### config.mk
export PLATFORM = sky130hd
export DESIGN_NAME = phy_eee_lpi_wol
export DESIGN_NICKNAME = d
export VERILOG_FILES = /design/src/inc/phy_eee_pkg.sv /design/src/hdl/phy_eee_lpi_wol.sv
export VERILOG_INCLUDE_DIRS = /design/src /design/src/inc
export SDC_FILE = /design/constraint.sdc
export NUM_CORES = 1
export LEC_CHECK = 0
export BUFFER_PORTS_ARGS = -buffer_cell sky130_fd_sc_hd__buf_2
export CORE_MARGIN = 2
export CORE_UTILIZATION = 59
export DETAILED_ROUTE_END_ITERATION = 6
export HOLD_SLACK_MARGIN = 0.03
export PLACE_DENSITY = 0.81
export SETUP_SLACK_MARGIN = 0.02
export SYNTH_ARGS = -nofsm -noshare
export SYNTH_HDL_FRONTEND = slang
export SYNTH_SLANG_ARGS = --single-unit
### constraint.sdc
create_clock -name pclk -period 3.7 [get_ports pclk]
set_input_delay 0.925 -clock pclk [delete_from_list [all_inputs] [get_ports pclk]]
set_output_delay 0.925 -clock pclk [all_outputs]
set_load 0.01 [all_outputs]
### src/inc/phy_eee_regs.svh
// register offsets, field positions, reset values and timing counts
`ifndef PHY_EEE_REGS_SVH
`define PHY_EEE_REGS_SVH

// register byte offsets on the apb bus
`define OFS_PHY_CONTROL_ONE   8'h00
`define OFS_EEE_ADVERT        8'h04
`define OFS_EEE_PARTNER       8'h08
`define OFS_MEDIA_IF_STATUS   8'h0C
`define OFS_IRQ_MASK          8'h10
`define OFS_WAKE_CTRL         8'h14
`define OFS_WAKE_STATUS       8'h18
`define OFS_WAKE_ADDR0        8'h20
`define OFS_WAKE_PASS0        8'h38
`define OFS_WAKE_STEP         8'h04

// field positions
`define BIT_AMP_ENABLE        0
`define BIT_ADV_100           1
`define BIT_ADV_1000          2
`define BIT_STAT_EEE          0
`define BIT_STAT_FALLBACK     1
`define BIT_STAT_TX_LPI       2
`define BIT_STAT_RX_LPI       3
`define BIT_WAKE_IRQ_MASK     0
`define BIT_WAKE_ENABLE       0
`define BIT_WAKE_EVENT        0

// reset values
`define RST_PHY_CONTROL_ONE   1'b0
`define RST_EEE_ADVERT        3'h0
`define RST_WAKE_BYTE         8'h00

// lpi code on txd/rxd and magic packet figures
`define LPI_CODE              8'h01
`define LPI_CODE_NIBBLE       4'h1
`define SYNC_BYTE             8'hFF
`define SYNC_LEN              3'd6
`define ADDR_LEN              3'd6
`define ADDR_COPIES           5'd16
`define PASS_LEN              3'd6

// wake times, clock period and derived cycle counts (round down)
`define CLK_PERIOD_NS         100
`define WAKE_100_NS           20500
`define WAKE_1000_NS          30000
`define WAKE_100_CYC          (`WAKE_100_NS / `CLK_PERIOD_NS)
`define WAKE_1000_CYC         (`WAKE_1000_NS / `CLK_PERIOD_NS)

`endif

### src/inc/phy_eee_pkg.sv
// types shared by the eee / wake block
package phy_eee_pkg;

  // resolved line speed
  typedef enum logic [1:0] {SPD_10, SPD_100, SPD_1000} speed_e;

  // transmit low power sequencing
  typedef enum logic [1:0] {TX_ACTIVE, TX_SLEEP, TX_QUIET, TX_WAKE} tx_state_e;

  // magic packet search phase
  typedef enum logic [1:0] {MP_SYNC, MP_ADDR, MP_PASS} mp_state_e;

  // mac side transmit group
  typedef struct packed {
    logic       en;
    logic       er;
    logic [7:0] d;
  } mii_tx_s;

  // mac side receive group
  typedef struct packed {
    logic       dv;
    logic       er;
    logic [7:0] d;
  } mii_rx_s;

  // whole state of the block
  typedef struct packed {
    logic            amp_en;
    logic [2:0]      adv;
    logic [2:0]      lp_adv;
    logic            eee_cap;
    logic            amp_fallback;
    logic            irq_mask;
    logic            wake_en;
    logic            wake_evt;
    logic [5:0][7:0] waddr;
    logic [5:0][7:0] wpass;
    logic [31:0]     rdata;
    logic            slverr;
    logic            aneg_q;
    tx_state_e       tx_st;
    logic [8:0]      tx_cnt;
    logic            rx_lpi;
    logic            rx_wake;
    logic [8:0]      rx_cnt;
    mii_rx_s         rx_out;
    mp_state_e       mp_st;
    logic [2:0]      sync_cnt;
    logic [2:0]      mp_pos;
    logic [3:0]      mp_copy;
    logic            m_addr;
    logic            m_bcast;
    logic            detect;
  } phy_state_s;

endpackage

### src/hdl/phy_eee_lpi_wol.sv
// eee low power idle, eee resolution and magic packet wake detector
//
// Chosen here: register access over APB and the address map.
`timescale 1ns/10ps
`default_nettype none
`include "phy_eee_regs.svh"

module phy_eee_lpi_wol
  import phy_eee_pkg::*;
#(
  parameter int ADDR_W = 8                   // apb address width
)
(
  input  wire logic              pclk,
  input  wire logic              presetn,
  input  wire logic              psel,
  input  wire logic              penable,
  input  wire logic              pwrite,
  input  wire logic [ADDR_W-1:0] paddr,
  input  wire logic [31:0]       pwdata,
  output logic      [31:0]       prdata,
  output logic                   pready,
  output logic                   pslverr,
  input  wire mii_tx_s           mac_tx,
  output mii_rx_s                mac_rx,
  input  wire mii_rx_s           line_rx,
  input  wire logic              line_rx_frame,
  input  wire logic              partner_lpi,
  input  wire logic              marginal_link,
  input  wire logic              link_up,
  input  wire speed_e            link_speed,
  input  wire logic              aneg_done,
  input  wire logic [2:0]        partner_ability,
  output logic                   amp_reduced,
  output logic                   tx_lpi_signal,
  output logic                   tx_quiet,
  output logic                   rx_path_off,
  output logic [2:0]             eee_np_ability,
  output logic                   eee_np_valid,
  output logic                   eee_capable,
  output logic                   mgmt_interrupt_out
);

  // --------------------------------------------------------------
  // helpers
  // --------------------------------------------------------------

  // lpi code on the transmit group at the given speed
  function automatic logic is_lpi(input mii_tx_s t, input speed_e sp);
    logic code_ok;
    code_ok = (sp == SPD_1000) ? (t.d == `LPI_CODE)
                               : (t.d[3:0] == `LPI_CODE_NIBBLE);
    return !t.en && t.er && code_ok;
  endfunction

  phy_state_s s;                             // registered state
  phy_state_s n;                             // next state
  logic [7:0] off;                           // low address byte
  logic       wr_acc;                        // write access phase
  logic       rd_setup;                      // read setup phase
  logic       tx_req;                        // mac lpi request
  logic       pass_set;                      // password defined
  logic       byte_ok;                       // address byte hit
  logic       addr_hit;                      // per byte own match
  logic       bc_hit;                        // per byte broadcast

  assign off      = paddr[7:0];
  assign wr_acc   = psel && penable && pwrite;
  assign rd_setup = psel && !penable;
  assign tx_req   = is_lpi(mac_tx, link_speed);
  // all zero password means none is defined
  assign pass_set = (s.wpass != '0);

  // --------------------------------------------------------------
  // next state
  // --------------------------------------------------------------

  // one process computes every next value
  always_comb
  begin
    n         = s;
    addr_hit  = 1'b0;
    bc_hit    = 1'b0;
    byte_ok   = 1'b0;
    n.detect  = 1'b0;
    n.aneg_q  = aneg_done;

    // apb write, taken in the access phase only
    if (wr_acc)
    begin
      unique case (off)
        `OFS_PHY_CONTROL_ONE: n.amp_en = pwdata[`BIT_AMP_ENABLE];
        `OFS_EEE_ADVERT:      n.adv    = pwdata[2:0];
        `OFS_IRQ_MASK:        n.irq_mask = pwdata[`BIT_WAKE_IRQ_MASK];
        `OFS_WAKE_CTRL:       n.wake_en  = pwdata[`BIT_WAKE_ENABLE];
        `OFS_WAKE_STATUS:
          // write one clears; a new detect below still wins
          if (pwdata[`BIT_WAKE_EVENT])
            n.wake_evt = 1'b0;
        default:
          for (int i = 0; i < 6; i++)
          begin
            if (off == `OFS_WAKE_ADDR0 + 8'(i * 4))
              n.waddr[i] = pwdata[7:0];
            if (off == `OFS_WAKE_PASS0 + 8'(i * 4))
              n.wpass[i] = pwdata[7:0];
          end
      endcase
    end

    // read data captured in setup, shown in the access phase
    if (rd_setup)
    begin
      n.rdata  = '0;
      n.slverr = 1'b0;
      unique case (off)
        `OFS_PHY_CONTROL_ONE: n.rdata[`BIT_AMP_ENABLE] = s.amp_en;
        `OFS_EEE_ADVERT:      n.rdata[2:0] = s.adv;
        `OFS_EEE_PARTNER:     n.rdata[2:0] = s.lp_adv;
        `OFS_MEDIA_IF_STATUS:
        begin
          n.rdata[`BIT_STAT_EEE]      = s.eee_cap;
          n.rdata[`BIT_STAT_FALLBACK] = s.amp_fallback;
          n.rdata[`BIT_STAT_TX_LPI]   = (s.tx_st != TX_ACTIVE);
          n.rdata[`BIT_STAT_RX_LPI]   = s.rx_lpi;
        end
        `OFS_IRQ_MASK:    n.rdata[`BIT_WAKE_IRQ_MASK] = s.irq_mask;
        `OFS_WAKE_CTRL:   n.rdata[`BIT_WAKE_ENABLE]   = s.wake_en;
        `OFS_WAKE_STATUS: n.rdata[`BIT_WAKE_EVENT]    = s.wake_evt;
        default:
        begin
          // unmapped offsets answer with an error
          n.slverr = 1'b1;
          for (int i = 0; i < 6; i++)
          begin
            if (off == `OFS_WAKE_ADDR0 + 8'(i * 4))
            begin
              n.rdata[7:0] = s.waddr[i];
              n.slverr     = 1'b0;
            end
            if (off == `OFS_WAKE_PASS0 + 8'(i * 4))
            begin
              n.rdata[7:0] = s.wpass[i];
              n.slverr     = 1'b0;
            end
          end
        end
      endcase
    end

    // 10m amplitude fallback, sticky until link or enable drops
    if (!link_up || !s.amp_en)
      n.amp_fallback = 1'b0;
    else if (marginal_link && link_speed == SPD_10)
      n.amp_fallback = 1'b1;

    // partner abilities latched on negotiation completion
    if (aneg_done && !s.aneg_q)
      n.lp_adv = partner_ability;

    // resolution with speed; zero advertisement kills eee
    n.eee_cap = link_up && (
      (link_speed == SPD_100  && s.adv[`BIT_ADV_100]  &&
       s.lp_adv[`BIT_ADV_100]) ||
      (link_speed == SPD_1000 && s.adv[`BIT_ADV_1000] &&
       s.lp_adv[`BIT_ADV_1000]));

    // transmit direction, independent of receive at the mac
    unique case (s.tx_st)
      TX_ACTIVE:
        if (s.eee_cap && tx_req)
          // 100m goes low power at once, gigabit sends sleep first
          n.tx_st = (link_speed == SPD_1000) ? TX_SLEEP
                                             : TX_QUIET;
      TX_SLEEP:
        if (!tx_req || !s.eee_cap)
        begin
          n.tx_st  = TX_WAKE;
          n.tx_cnt = 9'(`WAKE_1000_CYC - 1);
        end
        else if (partner_lpi)
          n.tx_st = TX_QUIET;
      TX_QUIET:
        if (!tx_req || !s.eee_cap)
        begin
          n.tx_st  = TX_WAKE;
          n.tx_cnt = (link_speed == SPD_1000)
                     ? 9'(`WAKE_1000_CYC - 1)
                     : 9'(`WAKE_100_CYC - 1);
        end
      TX_WAKE:
        if (s.tx_cnt == '0)
          n.tx_st = TX_ACTIVE;
        else
          n.tx_cnt = s.tx_cnt - 9'd1;
    endcase

    // receive direction: lpi sensed from the line
    if (s.eee_cap && partner_lpi)
    begin
      n.rx_lpi  = 1'b1;
      n.rx_wake = 1'b0;
    end
    else if (s.rx_lpi)
    begin
      n.rx_lpi  = 1'b0;
      n.rx_wake = 1'b1;
      n.rx_cnt  = (link_speed == SPD_1000)
                  ? 9'(`WAKE_1000_CYC - 1)
                  : 9'(`WAKE_100_CYC - 1);
    end
    else if (s.rx_wake)
    begin
      if (s.rx_cnt == '0)
        n.rx_wake = 1'b0;
      else
        n.rx_cnt = s.rx_cnt - 9'd1;
    end

    // receive group towards the mac
    if (n.rx_lpi)
      n.rx_out = '{dv: 1'b0, er: 1'b1, d: `LPI_CODE};
    else if (n.rx_wake)
      n.rx_out = '0;                         // idle while path wakes
    else
      n.rx_out = line_rx;

    // magic packet search, speed independent byte stream
    if (!line_rx_frame || !s.wake_en)
    begin
      n.mp_st    = MP_SYNC;
      n.sync_cnt = '0;
    end
    else if (line_rx.dv)
    begin
      addr_hit = (line_rx.d == s.waddr[s.mp_pos]);
      bc_hit   = (line_rx.d == `SYNC_BYTE);
      byte_ok  = (s.m_addr && addr_hit) || (s.m_bcast && bc_hit);
      unique case (s.mp_st)
        MP_SYNC:
          if (line_rx.d == `SYNC_BYTE)
          begin
            n.sync_cnt = s.sync_cnt + 3'd1;
            if (s.sync_cnt == `SYNC_LEN - 3'd1)
            begin
              n.mp_st   = MP_ADDR;
              n.mp_pos  = '0;
              n.mp_copy = '0;
              n.m_addr  = 1'b1;
              n.m_bcast = 1'b1;
            end
          end
          else
            n.sync_cnt = '0;
        MP_ADDR:
          if (!byte_ok)
          begin
            // restart; a ff byte may open a new header
            n.mp_st    = MP_SYNC;
            n.sync_cnt = bc_hit ? 3'd1 : 3'd0;
          end
          else
          begin
            n.m_addr  = s.m_addr && addr_hit;
            n.m_bcast = s.m_bcast && bc_hit;
            n.mp_pos  = s.mp_pos + 3'd1;
            if (s.mp_pos == `ADDR_LEN - 3'd1)
            begin
              n.mp_pos  = '0;
              n.mp_copy = s.mp_copy + 4'd1;
              // last of the address copies just completed
              if ({1'b0, s.mp_copy} == `ADDR_COPIES - 5'd1)
              begin
                n.mp_st    = pass_set ? MP_PASS : MP_SYNC;
                n.sync_cnt = '0;
                n.detect   = !pass_set;
              end
            end
          end
        MP_PASS:
          if (line_rx.d != s.wpass[s.mp_pos])
          begin
            n.mp_st    = MP_SYNC;
            n.sync_cnt = bc_hit ? 3'd1 : 3'd0;
          end
          else if (s.mp_pos == `PASS_LEN - 3'd1)
          begin
            n.mp_st    = MP_SYNC;
            n.sync_cnt = '0;
            n.detect   = 1'b1;
          end
          else
            n.mp_pos = s.mp_pos + 3'd1;
        default:
          n.mp_st = MP_SYNC;
      endcase
    end

    // sticky wake event; set wins over a same cycle clear
    if (n.detect)
      n.wake_evt = 1'b1;
  end

  // --------------------------------------------------------------
  // state register
  // --------------------------------------------------------------

  // all flops reset to constants
  always_ff @(posedge pclk or negedge presetn)
  begin
    if (!presetn)
    begin
      s        <= '0;
      s.amp_en <= `RST_PHY_CONTROL_ONE;
      s.adv    <= `RST_EEE_ADVERT;
      s.tx_st  <= TX_ACTIVE;
      s.mp_st  <= MP_SYNC;
    end
    else
      s <= n;
  end

  // --------------------------------------------------------------
  // outputs
  // --------------------------------------------------------------

  assign prdata  = s.rdata;
  // error flag belongs to reads only; a write never reports it
  assign pslverr = s.slverr && psel && penable && !pwrite;
  assign pready  = 1'b1;                     // zero wait slave
  assign mac_rx  = s.rx_out;
  // reduced amplitude gated by enable, speed and fallback
  assign amp_reduced = s.amp_en && link_up &&
                       link_speed == SPD_10 && !s.amp_fallback;
  // sleep signalled in the sleep and quiet states, quiet or not
  assign tx_lpi_signal = (s.tx_st == TX_SLEEP) || (s.tx_st == TX_QUIET);
  assign tx_quiet      = (s.tx_st == TX_QUIET);
  assign rx_path_off   = s.rx_lpi;
  assign eee_np_ability = s.adv;
  assign eee_np_valid   = (s.adv != '0);
  assign eee_capable    = s.eee_cap;
  assign mgmt_interrupt_out = s.wake_evt && s.irq_mask;

  // --------------------------------------------------------------
  // assertions
  // --------------------------------------------------------------

  property p_amp_gate;
    @(posedge pclk) disable iff (!presetn)
    amp_reduced |-> s.amp_en && link_speed == SPD_10;
  endproperty
  a_amp_gate: assert property (p_amp_gate)
    else $error("reduced amplitude without enable");

  property p_fallback;
    @(posedge pclk) disable iff (!presetn)
    (s.amp_en && link_up && marginal_link && link_speed == SPD_10)
      |=> !amp_reduced;
  endproperty
  a_fallback: assert property (p_fallback)
    else $error("no fallback on marginal link");

  property p_tx100;
    @(posedge pclk) disable iff (!presetn)
    (s.tx_st == TX_ACTIVE && s.eee_cap && link_speed == SPD_100 &&
     tx_req) |=> tx_quiet && tx_lpi_signal;
  endproperty
  a_tx100: assert property (p_tx100)
    else $error("100m lpi request not entered");

  property p_rx_code;
    @(posedge pclk) disable iff (!presetn)
    (s.eee_cap && partner_lpi)
      |=> !mac_rx.dv && mac_rx.er && mac_rx.d == 8'h01 && rx_path_off;
  endproperty
  a_rx_code: assert property (p_rx_code)
    else $error("received lpi code missing");

  property p_wake100;
    @(posedge pclk) disable iff (!presetn)
    (tx_quiet && !tx_req && link_speed == SPD_100)
      |-> ##[1:206] s.tx_st == TX_ACTIVE;
  endproperty
  a_wake100: assert property (p_wake100)
    else $error("100m wake too slow");

  property p_gig_quiet;
    @(posedge pclk) disable iff (!presetn)
    (s.tx_st == TX_SLEEP && !partner_lpi) |=> !tx_quiet;
  endproperty
  a_gig_quiet: assert property (p_gig_quiet)
    else $error("quiet without partner sleep");

  property p_forward;
    @(posedge pclk) disable iff (!presetn)
    (s.tx_st == TX_ACTIVE && s.eee_cap && tx_req &&
     link_speed == SPD_1000) |=> tx_lpi_signal;
  endproperty
  a_forward: assert property (p_forward)
    else $error("lpi not forwarded");

  property p_wake1000;
    @(posedge pclk) disable iff (!presetn)
    (tx_lpi_signal && !tx_req && link_speed == SPD_1000)
      |-> ##[1:301] s.tx_st == TX_ACTIVE;
  endproperty
  a_wake1000: assert property (p_wake1000)
    else $error("gigabit wake too slow");

  property p_no_adv;
    @(posedge pclk) disable iff (!presetn)
    (s.adv == '0) |-> !eee_np_valid ##1 !eee_capable;
  endproperty
  a_no_adv: assert property (p_no_adv)
    else $error("eee active with zero advertisement");

  property p_lp_store;
    @(posedge pclk) disable iff (!presetn)
    $rose(aneg_done) |=> s.lp_adv == $past(partner_ability);
  endproperty
  a_lp_store: assert property (p_lp_store)
    else $error("partner abilities not stored");

  property p_irq;
    @(posedge pclk) disable iff (!presetn)
    (n.detect && s.irq_mask && !wr_acc) |=> mgmt_interrupt_out;
  endproperty
  a_irq: assert property (p_irq)
    else $error("wake interrupt not raised");

  c_gig_quiet: cover property (@(posedge pclk) disable iff (!presetn)
    s.tx_st == TX_SLEEP ##1 tx_quiet);
  c_detect: cover property (@(posedge pclk) disable iff (!presetn)
    $rose(mgmt_interrupt_out));
  c_rx_lpi: cover property (@(posedge pclk) disable iff (!presetn)
    $fell(rx_path_off));

endmodule

`default_nettype wire

==> impl_metrics.yaml <==
run_status:
  outcome: "finished clean"
min_path:
  hp-class: "input port to async pin"
layout:
  fin_nets: 1165
  antenna_cells: 0
  finalNonFillerCells: 1307
  syn_to_final_growth_pct: 14.0
  final_layout_size_suffix_gt1_share_pct: 28.7
sta:
  finalSetupTns_ns: 0
  period_share_pct: 94.8
  worst_slack_ns: 0.191
  maxSlewHeadroom_pct: 11.8
  fmax_mhz: 285
  hold_ws_ns: 0.432
  timing_worst_slew_pin_value_ns: 1.31
  fin_worst_skew_ns: 0.00818
  rsz0062_at_grt: "false"
  min_period_ns: 3.51
  final_hold_viol_count: 0
  finalSetupViolations: 0
  drv_slew: 0
yosys:
  synth_area_leader_cell: "dfrtp_1"
  yosysWarnings: 0
  syn-cell-area_sq_mm: 0.00990
  synth_top_area_share_pct: 41.5
  synth-seq-cells: 164
  synth-edff-count: 0
  synthCells: 976
  post-synth-top-count-cell: "dfrtp_1"
  ys_seq_area_share_pct: 41.5
  synthArstFlopShare_pct: 100
  avgSynthCellArea_sq_um: 10.1
  synth_area_leaders: "dfrtp_1 41%, mux2_2 13%, mux2i_1 4.0%"
  synthFlopType: "dfrtp_1"
  ys_types: 77
  synth_common_cells: "164 x dfrtp_1, 114 x mux2_2, 65 x nand2_1, 65 x nor2_1, 54 x o21ai_0"
global_routing:
  grt_pass1_wl_um: 47000
  gr-total-overflow: 0
  antenna_found_initial: 0
  grtUsageTotal_pct: 34.6
  grt_pass1_vias: 8184
  grt_max_degree: 56
critical_path:
  crit_fanout: 11
  cp_num_buf_inv: 1
  crit_arrival_ns: 3.83
  worstPathCellList: "buf_12 > mux4_1 > xor2_1 > nor2_1 > o22ai_1 > or4_1 > a311oi_1 > a2bb2oi_1 > o21ai_1"
  critPathLaunchType: "register"
  end_kind: "register"
  cp.required_ns: 4.02
  slowest_stage: "or4_1"
  critPathMaxStageDelay_ns: 0.71
  crit_type: "register to register"
  cpLargestDelayFamily: "compound AO/OA/AOI/OAI gates"
pwr:
  p_total_uw: 4830
  p_leak_uw: 0.00518
  combinationalPowerShare_pct: 19.2
  p_per_area_mw_per_mm2: 428
  p_seq_share_pct: 42.5
  pwr-share-clk_pct: 38.4
  p_switching_uw: 1440
  swShare_pct: 29.7
  internal-power_uw: 3390
  ir_worst_vdd_v: 0.000301
detailed_routing:
  via_per_inst: 6.46
  drc_errors: 0
  detail-route-antenna-nets: 0
  dr.pass1.iters: 5
  vias: 8443
  routedWlPerCell_um: 22.9
  initialDrtViolationCount: 901
  wirelength_um: 30000
clocking:
  hold_buffers: 0
  cts_resized: 0
  htreeDepth: 4
  cts_buffers: 17
  postCtsSetupBuffers: 0
  tritoncts: "yes"
  cts_max_path_buffers: 2
  insertion_delay_ns: 0.44
  cts.sinks: 164
  path_clk_slew_ns: 0.06
  cts-root-buf: "clkbuf_16"
placement:
  dp_cells: 1275
  port_buffers: 79
  dp_hpwl_um: 22200
  preCtsSetupSlack_ns: 0.209
  gp_congestion: 1.02
floorplan:
  die_w_um: 134
  row_count: 47
  initial_core_util_pct: 60.1
  core_sq_mm: 0.0165
  die_area_sq_mm: 0.0178
  die_y_um: 134
  io_pins: 129
job:
  maxCapViolCount: 0
## layout make-up
type | count | area, sq um
Clock buffer | 26 | 519
Clock inverter | 6 | 90.1
Fill cell | 1286 | 5180
Inverter | 26 | 97.6
Multi-Input combinational cell | 718 | 5250
Sequential cell | 164 | 4110
Tap cell | 220 | 275
Timing Repair Buffer | 147 | 950
## registers in the layout, indices dropped and copies added (netlist names)
register and count:
eee_capable 1, eee_np_ability 3, mac_rx 10, prdata 8, rx_path_off 1, s 141
## cells in the final DEF, fill, tap and decap left out, types with 9 or more instances in the layout
cell       count
a31oi_1       12
o22ai_1       14
dfrtp_1      163
and2_1        15
mux2_2       114
nand2_1       65
buf_2         78
nor4_1        17
nor2_1        65
clkbuf_16     17
a21oi_1       31
a22o_1         9
nor3_1        26
nand2b_1      17
inv_1         25
buf_4         65
conb_1        25
o21ai_0       54
nor2b_1       10
ha_1          16
mux2i_1       40
xnor2_1       10
a22oi_1       14
nand3_1       22
## per-layer routing
layer | up-vias | wire (um) | track usage (%)
met2 | 451 | 14000 | 56.4
met3 | 87 | 2470 | 5.10
met4 | 0 | 1350 | 14.8
met1 | 4160 | 12200 | 46.4
li1 | 3745 | - | -
met5 | - | 0 | 0
## kinds of logic after synthesis
logic type               count (synthesis)  share of synthesized area, %
other                                    2                        0.0759
XOR/XNOR                                14                          1.24
AO/OA/AOI/OAI                          209                          14.4
multiplexers                           164                          19.1
adder cells (fa/ha/maj)                 16                          2.02
flip-flops                             164                          41.5
buffers and inverters                  117                          6.47
AND/OR/NAND/NOR                        290                          15.2
## power by group through the flow
stage          registers, uW  clock network [uW]  logic [uW]
2_1_floorplan           2050                   0         682
3_3_place_gp            2070                   0         872
4_1_cts                 2050                1860         917
5_1_grt                 2070                1950        1040
6_report                2050                1850         925
3_5_place_dp            2080                   0         907
## worst paths after layout
check | startpoint | endpoint | cells after the start | slack, ns
max reg2reg | s[7]$_DFFE_PN0P_ | s[5]$_DFFE_PN0P_ | 9 | 0.19
max in group asynchronous | presetn | s[85]$_DFFE_PN0P_ | 2 | 2.43
min | presetn | s[43]$_DFFE_PN0P_ | 1 | 0.43
min in group pclk | prdata[4]$_DFFE_PN0P_ | prdata[4]$_DFFE_PN0P_ | 1 | 0.48
min reg2reg | prdata[4]$_DFFE_PN0P_ | prdata[4]$_DFFE_PN0P_ | 1 | 0.48
max | s[7]$_DFFE_PN0P_ | s[5]$_DFFE_PN0P_ | 9 | 0.19
## per-stage QoR
stage	util [%]	area (sq um)
final	68.5	11300
after global routing	68.5	11300
after CTS	68.5	11300
after detailed placement	64.8	10700
after global placement	64.8	10700
after floorplan	-	9990
Note: power is estimated with default switching activity, not from simulation.
